===== src/hdl/embls_defs.svh =====
// Constants for the external memory byte-lane steering block.
// Assumes inclusion by bare name from hdl/ sources.
`ifndef EMBLS_DEFS_SVH
`define EMBLS_DEFS_SVH
// ****************************************
// Widths
// ****************************************
`define EMBLS_BYTE_ADDR_W 24
`define EMBLS_WORD_ADDR_W 22
`define EMBLS_DATA_W 32
`define EMBLS_LANES 4
`define EMBLS_PTR_REGS 23
`define EMBLS_PTR_SEL_W 5
// ****************************************
// Data type codes and source selection
// ****************************************
`define EMBLS_TYPE_BYTE 2'h0
`define EMBLS_TYPE_HALF 2'h1
`define EMBLS_TYPE_INT24 2'h2
`define EMBLS_TYPE_WORD 2'h3
`define EMBLS_SRC_PC 5'h00
// ****************************************
// Reset values
// ****************************************
`define EMBLS_SEL_IDLE 4'hF
// ****************************************
// Timing counts
// ****************************************
// Extra read cycles that cover the two-flop data bus sync
`define EMBLS_RD_WAIT 2'h2
`endif


===== src/hdl/embls_pkg.sv =====
// Types for the external memory byte-lane steering block.
// Assumes embls_defs.svh is reachable on the include path.
`include "embls_defs.svh"
package embls_pkg;
   // Operand data type of an access
   typedef enum logic [1:0] {
      EMBLS_BYTE_T_VAL = `EMBLS_TYPE_BYTE,
      EMBLS_HALF_T_VAL = `EMBLS_TYPE_HALF,
      EMBLS_INT24_T_VAL = `EMBLS_TYPE_INT24,
      EMBLS_WORD_T_VAL = `EMBLS_TYPE_WORD
   } embls_dtype_t;
   // Bus cycle phase
   typedef enum logic [1:0] {
      EMBLS_IDLE,
      EMBLS_WRITE,
      EMBLS_READ
   } embls_state_t;
endpackage


===== src/hdl/embls_top.sv =====
// Top of the external memory byte-lane steering block.
// Assumes one clock; internal requester holds request until o_done.
`timescale 1ns/10ps
`include "embls_defs.svh"
module embls_top (
   input wire logic i_clock, // 200 MHz clock
   input wire logic i_rst_b, // Async reset, active low
   input wire logic i_clk_en, // Freezes all state when low
   input wire logic i_req, // Access request level
   input wire logic i_write, // 1 write, 0 read
   input wire logic [1:0] i_dtype, // Operand data type
   input wire logic i_use_ptr, // 1 pointer address, 0 direct
   input wire logic [`EMBLS_PTR_SEL_W-1:0] i_ptr_sel, // 0 program counter, 1..22 general regs
   input wire logic [`EMBLS_BYTE_ADDR_W-1:0] i_direct_addr, // Direct address from instruction
   input wire logic [`EMBLS_BYTE_ADDR_W-1:0] i_program_counter, // Program counter value
   input wire logic [`EMBLS_PTR_REGS*`EMBLS_BYTE_ADDR_W-1:0] i_general_pointer_regs, // Slices 0..22 packed
   input wire logic [`EMBLS_DATA_W-1:0] i_wr_data, // Operand, right aligned
   input wire logic [`EMBLS_DATA_W-1:0] i_ext_data_bus, // External data bus in
   output logic [`EMBLS_WORD_ADDR_W-1:0] o_ext_word_addr, // External word address
   output logic [`EMBLS_LANES-1:0] o_byte_lane_sel_n, // Lane selects, active low
   output logic [`EMBLS_DATA_W-1:0] o_ext_data_bus, // External data bus out
   output logic o_ext_data_oe, // Data bus drive enable
   output logic o_ext_write_n, // Write strobe, active low
   output logic [`EMBLS_DATA_W-1:0] o_rd_data, // Read operand, right aligned
   output logic o_done // One-cycle completion pulse
);
   // ****************************************
   // Input sync of external data bus
   // ****************************************
   logic [`EMBLS_DATA_W-1:0] bus_meta_q; // First stage, read only by second
   logic [`EMBLS_DATA_W-1:0] bus_sync_q; // Second stage
   // Two flops since memory data is asynchronous to our clock
   always_ff @(posedge i_clock or negedge i_rst_b) begin
      if (!i_rst_b) begin
         bus_meta_q <= '0;
         bus_sync_q <= '0;
      end else if (i_clk_en) begin
         bus_meta_q <= i_ext_data_bus;
         bus_sync_q <= bus_meta_q;
      end
   end

   // ****************************************
   // Address source selection
   // ****************************************
   logic [`EMBLS_BYTE_ADDR_W-1:0] ptr_val [`EMBLS_PTR_REGS]; // Unpacked pointer view
   logic [`EMBLS_BYTE_ADDR_W-1:0] byte_addr; // Selected byte address
   genvar gi;
   generate
      for (gi = 0; gi < `EMBLS_PTR_REGS; gi++) begin : g_ptr
         assign ptr_val[gi] = i_general_pointer_regs[gi*`EMBLS_BYTE_ADDR_W +: `EMBLS_BYTE_ADDR_W];
      end
   endgenerate
   // Out-of-range pointer select falls back to the direct address
   always_comb begin
      byte_addr = i_direct_addr;
      if (i_use_ptr) begin
         if (i_ptr_sel == `EMBLS_SRC_PC) begin
            byte_addr = i_program_counter;
         end else if (i_ptr_sel < 5'(`EMBLS_PTR_REGS)) begin
            byte_addr = ptr_val[i_ptr_sel];
         end
      end
   end

   // ****************************************
   // Lane decode and write steering
   // ****************************************
   logic [`EMBLS_LANES-1:0] sel_n; // Decoded selects
   logic [`EMBLS_DATA_W-1:0] wr_steer; // Steered write data
   embls_lane_decode u_dec (
      .i_low_addr(byte_addr[1:0]),
      .i_dtype(i_dtype),
      .o_sel_n(sel_n)
   );
   // Byte and halfword copies let memory pick its lane without a shifter
   always_comb begin
      wr_steer = i_wr_data;
      case (i_dtype)
         `EMBLS_TYPE_BYTE: begin
            wr_steer = {4{i_wr_data[7:0]}};
         end
         `EMBLS_TYPE_HALF: begin
            wr_steer = {2{i_wr_data[15:0]}};
         end
         `EMBLS_TYPE_INT24: begin
            wr_steer = {{8{i_wr_data[23]}}, i_wr_data[23:0]};
         end
         default: begin
            wr_steer = i_wr_data;
         end
      endcase
   end

   // ****************************************
   // Bus cycle control
   // ****************************************
   embls_pkg::embls_state_t state_q, state_d; // Phase
   logic [`EMBLS_WORD_ADDR_W-1:0] addr_q, addr_d; // Word address
   logic [`EMBLS_LANES-1:0] sel_q, sel_d; // Lane selects
   logic [`EMBLS_DATA_W-1:0] dout_q, dout_d; // Bus out data
   logic oe_q, oe_d; // Drive enable
   logic wr_n_q, wr_n_d; // Write strobe
   logic [`EMBLS_DATA_W-1:0] rd_q, rd_d; // Read operand
   logic done_q, done_d; // Completion pulse
   logic [1:0] wait_q, wait_d; // Read settle count for sync delay
   logic [1:0] rtype_q, rtype_d; // Latched type for read extract
   logic [1:0] rlow_q, rlow_d; // Latched low address bits
   // Next-state logic; two idle cycles between accesses
   always_comb begin
      state_d = state_q;
      addr_d = addr_q;
      sel_d = sel_q;
      dout_d = dout_q;
      oe_d = oe_q;
      wr_n_d = 1'b1;
      rd_d = rd_q;
      done_d = 1'b0;
      wait_d = wait_q;
      rtype_d = rtype_q;
      rlow_d = rlow_q;
      case (state_q)
         embls_pkg::EMBLS_IDLE: begin
            sel_d = `EMBLS_SEL_IDLE;
            oe_d = 1'b0;
            if (i_req && !done_q) begin
               addr_d = byte_addr[`EMBLS_BYTE_ADDR_W-1:2];
               sel_d = sel_n;
               rtype_d = i_dtype;
               rlow_d = byte_addr[1:0];
               if (i_write) begin
                  dout_d = wr_steer;
                  oe_d = 1'b1;
                  wr_n_d = 1'b0;
                  state_d = embls_pkg::EMBLS_WRITE;
               end else begin
                  wait_d = `EMBLS_RD_WAIT;
                  state_d = embls_pkg::EMBLS_READ;
               end
            end
         end
         embls_pkg::EMBLS_WRITE: begin
            // Drive enable and selects drop with the strobe; no data hold cycle
            sel_d = `EMBLS_SEL_IDLE;
            oe_d = 1'b0;
            done_d = 1'b1;
            state_d = embls_pkg::EMBLS_IDLE;
         end
         embls_pkg::EMBLS_READ: begin
            if (wait_q != 2'h0) begin
               wait_d = wait_q - 2'h1;
            end else begin
               case (rtype_q)
                  `EMBLS_TYPE_BYTE: begin
                     rd_d = {24'h0, bus_sync_q[8*rlow_q +: 8]};
                  end
                  `EMBLS_TYPE_HALF: begin
                     rd_d = {16'h0, rlow_q[1] ? bus_sync_q[31:16] : bus_sync_q[15:0]};
                  end
                  `EMBLS_TYPE_INT24: begin
                     rd_d = {{8{bus_sync_q[23]}}, bus_sync_q[23:0]};
                  end
                  default: begin
                     rd_d = bus_sync_q;
                  end
               endcase
               sel_d = `EMBLS_SEL_IDLE;
               done_d = 1'b1;
               state_d = embls_pkg::EMBLS_IDLE;
            end
         end
         default: begin
            state_d = embls_pkg::EMBLS_IDLE;
         end
      endcase
   end
   // Registers only; clock enable freezes all
   always_ff @(posedge i_clock or negedge i_rst_b) begin
      if (!i_rst_b) begin
         state_q <= embls_pkg::EMBLS_IDLE;
         addr_q <= '0;
         sel_q <= `EMBLS_SEL_IDLE;
         dout_q <= '0;
         oe_q <= 1'b0;
         wr_n_q <= 1'b1;
         rd_q <= '0;
         done_q <= 1'b0;
         wait_q <= 2'h0;
         rtype_q <= 2'h0;
         rlow_q <= 2'h0;
      end else if (i_clk_en) begin
         state_q <= state_d;
         addr_q <= addr_d;
         sel_q <= sel_d;
         dout_q <= dout_d;
         oe_q <= oe_d;
         wr_n_q <= wr_n_d;
         rd_q <= rd_d;
         done_q <= done_d;
         wait_q <= wait_d;
         rtype_q <= rtype_d;
         rlow_q <= rlow_d;
      end
   end

   // ****************************************
   // Outputs
   // ****************************************
   assign o_ext_word_addr = addr_q;
   assign o_byte_lane_sel_n = sel_q;
   assign o_ext_data_bus = dout_q;
   assign o_ext_data_oe = oe_q;
   assign o_ext_write_n = wr_n_q;
   assign o_rd_data = rd_q;
   assign o_done = done_q;
endmodule


===== src/hdl/embls_lane_decode.sv =====
// Lane select decoder: low address bits and data type to lane selects.
// Assumes purely combinational use inside the steering top.
`timescale 1ns/10ps
`include "embls_defs.svh"
module embls_lane_decode (
   input wire logic [1:0] i_low_addr, // Two low byte-address bits
   input wire logic [1:0] i_dtype, // Operand data type code
   output logic [`EMBLS_LANES-1:0] o_sel_n // Active-low lane selects
);
   // ****************************************
   // Decode
   // ****************************************
   // Byte: inverted one-hot lane mask; halfword and wider: active-low constants
   always_comb begin
      o_sel_n = `EMBLS_SEL_IDLE;
      case (i_dtype)
         `EMBLS_TYPE_BYTE: begin
            o_sel_n = ~(4'h1 << i_low_addr);
         end
         `EMBLS_TYPE_HALF: begin
            o_sel_n = i_low_addr[1] ? 4'h3 : 4'hC;
         end
         default: begin
            o_sel_n = 4'h0;
         end
      endcase
   end
endmodule


===== config.mk =====
export PLATFORM = sky130hd
export DESIGN_NAME = embls_top
export DESIGN_NICKNAME = d
export VERILOG_FILES = /design/src/hdl/embls_pkg.sv /design/src/hdl/embls_top.sv /design/src/hdl/embls_lane_decode.sv
export VERILOG_INCLUDE_DIRS = /design/src /design/src/hdl
export SDC_FILE = /design/constraint.sdc
export NUM_CORES = 1
export LEC_CHECK = 0
export ABC_CLOCK_PERIOD_IN_PS = 2450
export BUFFER_PORTS_ARGS = -buffer_cell sky130_fd_sc_hd__buf_2
export CAP_MARGIN = 30
export CORE_AREA = 2 2 297 299
export DETAILED_ROUTE_END_ITERATION = 10
export DIE_AREA = 0 0 299 301
export PLACE_DENSITY_LB_ADDON = 0.05
export SYNTH_ARGS = -nofsm -noshare
export SYNTH_HDL_FRONTEND = slang
export SYNTH_SLANG_ARGS = --single-unit

===== constraint.sdc =====
create_clock -name i_clock -period 2.45 [get_ports i_clock]
set_input_delay 0.1225 -clock i_clock [delete_from_list [all_inputs] [get_ports i_clock]]
set_output_delay 0.1225 -clock i_clock [all_outputs]
set_load 0.02 [all_outputs]

== Word level (Yosys, flattened, before mapping) ==
Cells that the tools add are included.

* Register bits: 165
* Latch bits: 0
* RAM bits: 0
* Bits in read-only memories: 0
* Input port bits: 677
* Memories kept: 0

* Add/subtract/negate cells: 1
* $mul: 0
* Div/mod/pow operators: 0
* $lt $le $gt $ge: 2
* Eq/ne operators: 10
* Shift-type cells: 2
* Mux-type cells: 30
* Bitwise gates (word level): 3
* Reductions and logical operators: 17

{| class="wikitable"
|+ Operators by type and width
! operator !! count
|-
| 32-bit one-hot mux with 3 select lines || 2
|-
| 24-bit binary-select mux with 5-bit select || 1
|-
| 24-bit 2-to-1 mux || 5
|-
| 32-bit by 6-bit indexed part select with 8-bit output || 1
|-
| 16-bit 2-to-1 mux || 1
|-
| 2-bit 2-to-1 mux || 6
|-
| 4-bit 2-to-1 mux || 3
|-
| 4-bit one-hot mux with 3 select lines || 1
|-
| 3-bit AND reduction || 4
|-
| 2-bit inequality test, second input constant || 4
|-
| 2-bit one-hot mux with 2 select lines || 2
|-
| 4-bit one-hot mux with 2 select lines || 1
|-
| 2-bit by 1-bit equality test with 1-bit output, second input constant || 3
|-
| 2-bit equality test, second input constant || 3
|-
| 6-bit >= comparator, second input constant || 1
|-
| 2-bit logical NOT || 3
|-
| 1-bit 2-to-1 mux || 6
|-
| 5-bit inverter with 6-bit output || 1
|-
| 2-bit nonzero test || 3
|-
| 5-bit logical NOT || 1
|-
| 5-bit less-than comparator, second input constant || 1
|-
| 5-bit AND reduction || 1
|-
| 4-bit inverter || 1
|-
| 1-bit one-hot mux with 2 select lines || 2
|-
| other kinds (8) || 8
|}

== Depth between registers and ports, before layout ==
Gate-level depths: netlist (run 1).

* Depth after elaboration: 12
* Depth in mapped cells: 10
* Mapped depth without buffers: 8

== Hierarchy ==
From an unflattened synthesis (run 1), not the netlist that was laid out.

* Cells, all modules: 1138
* Area total of the unflattened synthesis: 12485.7 um^2

{| class="wikitable"
|+ By module, submodules not included
! module !! times used !! cells an instance !! area an instance (um^2) !! sequential area each (um^2)
|-
| embls_top || 1 || 1131 || 12449.4 || 4135.2
|-
| embls_lane_decode || 1 || 7 || 36.3 || 0.0
|}

== Least setup slack after synthesis (run 1) ==
Ideal clock, no wire load.

* Path type: reg2reg
* Start: reg state_q[0]
* End: reg addr_q[10] (netlist: o_ext_word_addr[10])
* Data arrival time: 1934 ps
* Required time: 2324 ps
* Setup slack: 390 ps
* Stages on the path, launching flop included: 11
* Clock period less this slack: 2060 ps
* Cells stage by stage: dfrtp_1 inv_1 ha_1 clkbuf_1 and3_1 buf_2 nand2_1 buf_8 a221o_1 a221oi_1 nor2_1

* Longest elaborated chain between the ends: 2

{| class="wikitable"
|+ RTL lines
! element !! line !! RTL
|-
| start: declaration || embls_top.sv:98 || <nowiki>embls_pkg::embls_state_t state_q, state_d;</nowiki>
|-
| start signal: assignment || embls_top.sv:180 || <nowiki>state_q <= embls_pkg::EMBLS_IDLE;</nowiki>
|-
| start signal: assignment || embls_top.sv:192 || <nowiki>state_q <= state_d;</nowiki>
|-
| 2-bit logical NOT || embls_top.sv:122 || <nowiki>case (state_q)</nowiki>
|-
| 3-bit AND reduction (no line) || n/a ||
|-
| end signal: assignment || embls_top.sv:193 || <nowiki>addr_q <= addr_d;</nowiki>
|-
| end: declaration || embls_top.sv:99 || <nowiki>logic [`EMBLS_WORD_ADDR_W-1:0] addr_q, addr_d;</nowiki>
|}

No other way between the ends.
A chain may end at the register's enable or synchronous reset.

== Worst setup path after layout (run 1) ==
* Start: in i_ptr_sel[0]
* End: reg addr_q[6] (netlist: o_ext_word_addr[6])

* Longest elaborated chain between the ends: 7
* Elaborated cells between the ends (all ways): 9

{| class="wikitable"
|+ RTL lines
! element !! line !! RTL
|-
| start: declaration || embls_top.sv:13 || <nowiki>input wire logic [`EMBLS_PTR_SEL_W-1:0] i_ptr_sel,</nowiki>
|-
| 5-bit inverter with 6-bit output (implied by the code) || embls_top.sv:61 || <nowiki>byte_addr = ptr_val[i_ptr_sel];</nowiki>
|-
| 24-bit binary-select mux with 5-bit select || embls_top.sv:61 ||
|-
| 24-bit 2-to-1 mux (implied by the code) (2 in a row) || embls_top.sv:61 ||
|-
| 24-bit 2-to-1 mux || embls_top.sv:60 || <nowiki>end else if (i_ptr_sel < 5'(`EMBLS_PTR_REGS)) begin</nowiki>
|-
| 24-bit 2-to-1 mux * || embls_top.sv:58 || <nowiki>if (i_ptr_sel == `EMBLS_SRC_PC) begin</nowiki>
|-
| 24-bit 2-to-1 mux * || embls_top.sv:57 || <nowiki>if (i_use_ptr) begin</nowiki>
|}

Mark *: on every way between the ends. The rest lies on a longest branch, timed or not. The select of a mux whose other input is x is not followed.

==> reports/metrics.yaml, run 1 <==
yosys:
  post_synth.cell_area_avg_sq_um: 10.6
  synth_cells: 1192
  synth_edf_count: 0
  synthTopCellsByCount: "dfrtp_1, nand2_1, nor2_1"
  synth_top_cell_by_area: "dfrtp_1"
  synth_seq_cells: 165
  yosys_warnings: 0
  yosysMostFrequentCell: "dfrtp_1"
  syn_nets: 1873
  yosys-top-cells-area: "dfrtp_1, mux4_2, mux2_2"
  synth-main-ff-cell: "dfrtp_1"
  synth.distinct_cells: 63
  syn_area_sq_um: 12600
  yosys.area.top_type_share: 0.317
  yosysSeqAreaShare: 0.327
  synthArstFlopShare: 1.00
finish:
  seq_area_sq_um: 4140
  drive_gt1_frac: 0.538
  multi_input_area_sq_um: 7780
  fillCellCount: 9671
  fin_util: 0.225
  fin_nets: 2694
  area_growth_syn_to_layout_pct: 54.2
  fin_cells: 3194
sta:
  rsz0062_at_grt: "no"
  period_share: 0.919
  finalMaxSlewViolations: 0
  finalSetupViolCount: 0
  max_freq_ghz: 0.444
  hold_violations: 0
  clock_skew_ns: 0.0204
  setup_slack_ns: 0.198
  period_needed_ns: 2.25
  tightest_slew_ns: 0.814
  maxSlewHeadroom: 0.443
  setup-tns-final_ns: 0
power_and_ir_drop:
  ir_drop_v: 0.000558
  p_per_area_nw_per_um2: 702
  total_power_uw: 13700
  power_leakage_uw: 0.00904
clock_tree:
  cts_hold_buffers: 67
  cts_max_level: 4
  numCtsBuffers: 17
  cts_sinks: 165
  clk_pin_slew_ns: 0.09
  cts_tree: "built"
  cts.path.max_buffers: 2
  post_cts_resized: 0
  post-cts-setup-buffers: 0
  clock_latency_ns: 0.50
  cts_root_buf: "clkbuf_16"
worst_setup_path:
  path_delay_family: "buffers and inverters"
  startpoint_type: "primary input"
  worstSetupPathType: "in -> reg"
  crit_buf_inv: 4
  slowest_delay_ns: 0.55
  cp.required_ns: 2.84
  cp_max_fo: 33
  critPathCaptureType: "flip-flop"
  arrival_ns: 2.64
  cp_slowest_cell: "dlygate4sd3_1"
  crit_path_cell_trace: "buf_8 -> buf_12 -> buf_4 -> mux4_2 -> nor2_1 -> a211oi_1 -> o221ai_1 -> a31oi_1 -> dlygate4sd3_1"
global_route:
  grtUsageTotal: 0.186
  grt_pass1_wl_microns: 117000
  grt_max_degree: 64
  antenna_found_initial: 55
  overflow: 0
  grt_pass1_vias: 14500
drt:
  ant_nets: 0
  drt-wirelength-per-cell_microns: 26.8
  drt_first_pass_iters: 5
  drc_errors: 0
  drtIter0Drc: 670
  dr_total_vias: 13600
  wirelength_microns: 85700
  via_per_inst: 4.27
die:
  core_sq_um: 86500
  initial_core_util: 0.146
  die_h_microns: 301
  ios: 770
  die_area_sq_um: 90000
  rows: 108
  die_w_microns: 299
placement:
  portBuffers: 763
  dp_hpwl_microns: 73300
  dp_cells: 3082
  place_congestion: 0.970
  dpl_worst_slack_ns: -0.0901
job:
  drv_cap: 0
worst_hold_path:
  hold_path_class: "in -> reg"
run_status:
  status: "finished clean"
[layout by cell type, fill, tap and decap left out, drive strengths merged, types with 30 or more instances in the layout]
| cell type | synthesis | final |
|---|---|---|
| mux2 | 86 | 86 |
| nand2 | 145 | 145 |
| o21ai | 78 | 78 |
| dlygate4sd3 | 0 | 67 |
| mux4 | 117 | 117 |
| inv | 22 | 30 |
| buf | 52 | 846 |
| a21oi | 64 | 64 |
| nor2 | 109 | 109 |
| dfrtp | 160 | 160 |
| mux2i | 69 | 69 |
[stage by stage]
step | area (sq um) | hold WS, ns
finish | 19500 | 0.0264
global route | 19500 | 0.0454
CTS | 19400 | 0.000246
detailed placement | 18100 | 0.210
global placement | 18100 | 0.209
floorplan | 12600 | -0.173
[flip-flops by register name (all words and copies together), names as in the netlist]
| name | cells |
|---|---|
| bus_meta_q | 32 |
| bus_sync_q | 32 |
| o_ext_data_bus | 32 |
| o_rd_data | 32 |
| o_ext_word_addr | 22 |
| o_byte_lane_sel_n | 4 |
| rlow_q | 2 |
| rtype_q | 2 |
| state_q | 2 |
| wait_q | 2 |
| o_done | 1 |
| o_ext_data_oe | 1 |
| o_ext_write_n | 1 |
[routing by layer]
| layer | vias to the layer above | wire [microns] | GRT usage |
|---|---|---|---|
| met4 | 34 | 1140 | 0.0345 |
| met3 | 101 | 5210 | 0.0469 |
| met1 | 6763 | 34700 | 0.228 |
| li1 | 6247 | - | - |
| met5 | - | 228 | 0 |
| met2 | 501 | 44400 | 0.329 |
[final cells by class]
type                            count  share of cell area
Antenna cell                       13             0.00167
Clock buffer                       17              0.0219
Clock inverter                     15              0.0105
Inverter                           23             0.00443
Multi-Input combinational cell    891               0.400
Sequential cell                   165               0.212
Tap cell                         1155              0.0742
Timing Repair Buffer              915               0.275
[cell families (layout without fill, tap and decap cells)]
group / count (synthesis) / count (layout) / share of synthesized area
buffers and inverters: 136 / 970 / 0.0583
AO/OA/AOI/OAI: 307 / 307 / 0.164
other: 0 / 13 / 0
flip-flops: 165 / 165 / 0.327
adder cells (fa/ha/maj): 4 / 4 / 0.00396
AND/OR/NAND/NOR: 308 / 308 / 0.102
multiplexers: 272 / 272 / 0.344
[worst reg2reg max path: cells and delay by family (launching register included)]
kind / cells / cell delay, ns
AOI/OAI and AO/OA: 2 / 0.64
adders and majority gates: 1 / 0.17
buffers and inverters: 2 / 0.26
DFF: 1 / 0.40
and+or+nand+nor: 3 / 0.42
[power by group]
part / total, uW / leakage (uW) / internal, uW / switching (uW)
logic: 6380 / 0.00671 / 2630 / 3750
clock network: 3000 / 0.000304 / 1490 / 1520
registers: 4270 / 0.00203 / 3600 / 676
[final timing paths]
check                                        to                from  cells past startpoint  slack (ns)
max                          o_ext_word_addr[6]        i_ptr_sel[0]                      9        0.20
min                          o_ext_data_bus[19]       i_wr_data[19]                      3        0.03
max reg2reg                 o_ext_word_addr[19]          state_q[0]                      8        0.44
min reg2reg                  o_ext_data_bus[17]  o_ext_data_bus[17]                      2        0.48
max in group asynchronous  o_byte_lane_sel_n[3]             i_rst_b                      3        1.46
min in group asynchronous         o_rd_data[21]             i_rst_b                      2        0.21
Note: power is estimated with default switching activity, not from simulation.
==> run 2: changes to the inputs <==
ABC_CLOCK_PERIOD_IN_PS = 2900   (was 2450)
SETUP_SLACK_MARGIN = 0.4   (was not set)
clock period = 2.9 ns   (was 2.45 ns; I/O delays follow)
==> reports/metrics.yaml, run 2 (synthesis gave the netlist of run 1 again) <==
run_status:
  status: "finished clean"
worst_setup_path:
  cp_max_fo: 15  # -55%
  worstSetupPathType: "reg -> reg"
  startpoint_type: "flip-flop"
  arrival_ns: 2.61  # -0.03 ns
  cp.required_ns: 3.25  # +0.41 ns
  critPathCaptureType: "flip-flop"
finish:
  fin_nets: 2665  # -1.1%
  fin_cells: 3160  # -1.1%
  drive_gt1_frac: 0.532  # -0.00521
  fin_util: 0.221  # -0.00414
  final_cell_mix: "buf_2, dfrtp_1, nand2_1"
  multi_input_area_sq_um: 7780  # unchanged
  area_growth_syn_to_layout_pct: 51.3
  fillCellCount: 9714  # +0.44%
  final_common_cell: "buf_2"
  seq_area_sq_um: 4140  # unchanged
die:
  die_w_microns: 299  # unchanged
  initial_core_util: 0.146  # unchanged
  rows: 108  # unchanged
  core_sq_um: 86500  # unchanged
  die_area_sq_um: 90000  # unchanged
  die_h_microns: 301  # unchanged
  ios: 770  # unchanged
global_route:
  grt_pass1_wl_microns: 115000  # -1.6%
  antenna_found_initial: 42  # -24%
  grtUsageTotal: 0.182  # -0.00344
  grt_max_degree: 80  # +25%
  grt_pass1_vias: 14400  # -0.23%
  overflow: 0  # unchanged
drt:
  drc_errors: 0  # unchanged
  drt-wirelength-per-cell_microns: 26.7  # -0.51%
  via_per_inst: 4.29  # +0.47%
  drt_first_pass_iters: 5  # unchanged
  drtIter0Drc: 741  # +11%
  dr_total_vias: 13600  # -0.60%
  ant_nets: 0  # unchanged
  wirelength_microns: 84400  # -1.6%
sta:
  finalSetupViolCount: 0  # unchanged
  finalMaxSlewViolations: 0  # unchanged
  clock_skew_ns: 0.0139  # -0.00650 ns
  max_freq_ghz: 0.442
  setup_slack_ns: 0.636  # +0.438 ns
  tightest_slew_ns: 0.733  # -0.0813 ns
  maxSlewHeadroom: 0.510  # +0.0673
  period_needed_ns: 2.26
  rsz0062_at_grt: "no"
  setup-tns-final_ns: 0  # unchanged
  hold_violations: 0  # unchanged
  period_share: 0.781
power_and_ir_drop:
  p_per_area_nw_per_um2: 585  # -17%
  power_leakage_uw: 0.00886  # -2.0%
  ir_drop_v: 0.000287  # -48%
worst_hold_path:
  hold_path_class: "in -> reg"
clock_tree:
  cts.path.max_buffers: 2  # unchanged
  cts_sinks: 165  # unchanged
  clock_latency_ns: 0.48  # -0.02 ns
  cts_root_buf: "clkbuf_16"
  cts_max_level: 4  # unchanged
  clk_pin_slew_ns: 0.07  # -0.02 ns
  numCtsBuffers: 17  # unchanged
  cts_tree: "built"
job:
  drv_cap: 0  # unchanged
placement:
  portBuffers: 763  # unchanged
  dp_hpwl_microns: 71300  # -2.7%
  dp_cells: 3057  # -0.81%
  place_congestion: 0.959  # -1.1%
  dpl_worst_slack_ns: 0.307  # +0.397 ns
[run 2: changes by cell type in the layout (fill, tap and decap cells not counted)]
| cell | change |
|---|---|
| clkinv_2 | +1 |
| buf_4 | -20 |
| clkinv_8 | -4 |
| inv_8 | -2 |
| buf_6 | -1 |
| buf_12 | -4 |
| diode_2 | -5 |
| clkbuf_1 | +1 |
| inv_6 | +1 |
| clkinvlp_4 | -1 |
| dlygate4sd3_1 | -4 |
| bufinv_16 | -1 |
| clkinv_4 | +5 |
[run 2: worst max-delay path, stage by stage, from the launching register on]
cell and delay, ns:
dfrtp_1 0.41, inv_1 0.09, ha_1 0.32, and3_1 0.34
nand2_1 0.08, buf_4 0.22, a221o_1 0.28, a221oi_1 0.32
nor2_1 0.07
[run 2: stage by stage]
stage                     hold WS, ns  total power (uW)  cell area (sq um)
after floorplan                -0.151              6450              12600
after global placement          0.235              8990              17900
after detailed placement        0.234              8990              17900
after CTS                     0.00173             11500              19100
after global routing           0.0402             12000              19100
final                          0.0399             11200              19100
[run 2: per-layer routing]
| metal | up-vias | share of wire | track usage |
|---|---|---|---|
| li1 | 6175 | - | - |
| met1 | 6811 | 0.42 | 0.226 |
| met2 | 460 | 0.52 | 0.325 |
| met3 | 88 | 0.050 | 0.0395 |
| met4 | 30 | 0.013 | 0.0332 |
| met5 | - | 0.0022 | 0 |
[run 2: power breakdown]
group / total [uW] / internal [uW] / switching, uW
registers: 3590 / 3040 / 546
logic: 5270 / 2140 / 3130
clock network: 2330 / 1140 / 1190
[run 2: area by class of cell]
class                           instances  area share
Multi-Input combinational cell        891       0.407
Timing Repair Buffer                  886       0.266
Sequential cell                       165       0.216
Tap cell                             1155      0.0756
Clock buffer                           18      0.0225
Clock inverter                         14     0.00714
Inverter                               23     0.00452
Antenna cell                            8     0.00105
[run 2: path summary, 6_finish.rpt]
kind	from	to	slack, ns	depth (start not counted)
hold / removal	i_wr_data[19]	o_ext_data_bus[19]	0.04	3
setup reg to reg	state_q[0]	o_ext_word_addr[13]	0.64	8
setup / recovery	state_q[0]	o_ext_word_addr[13]	0.64	8
max in group asynchronous	i_rst_b	bus_sync_q[12]	1.71	3
hold reg to reg	o_ext_data_bus[17]	o_ext_data_bus[17]	0.48	2
min in group asynchronous	i_rst_b	o_rd_data[23]	0.25	2
[run 2: timing repair]
action                    4_1_cts  5_1_grt
setup buffers                   0        0
hold buffers                   63        0
resized for setup               0        0
hold endpoints to repair      123        0
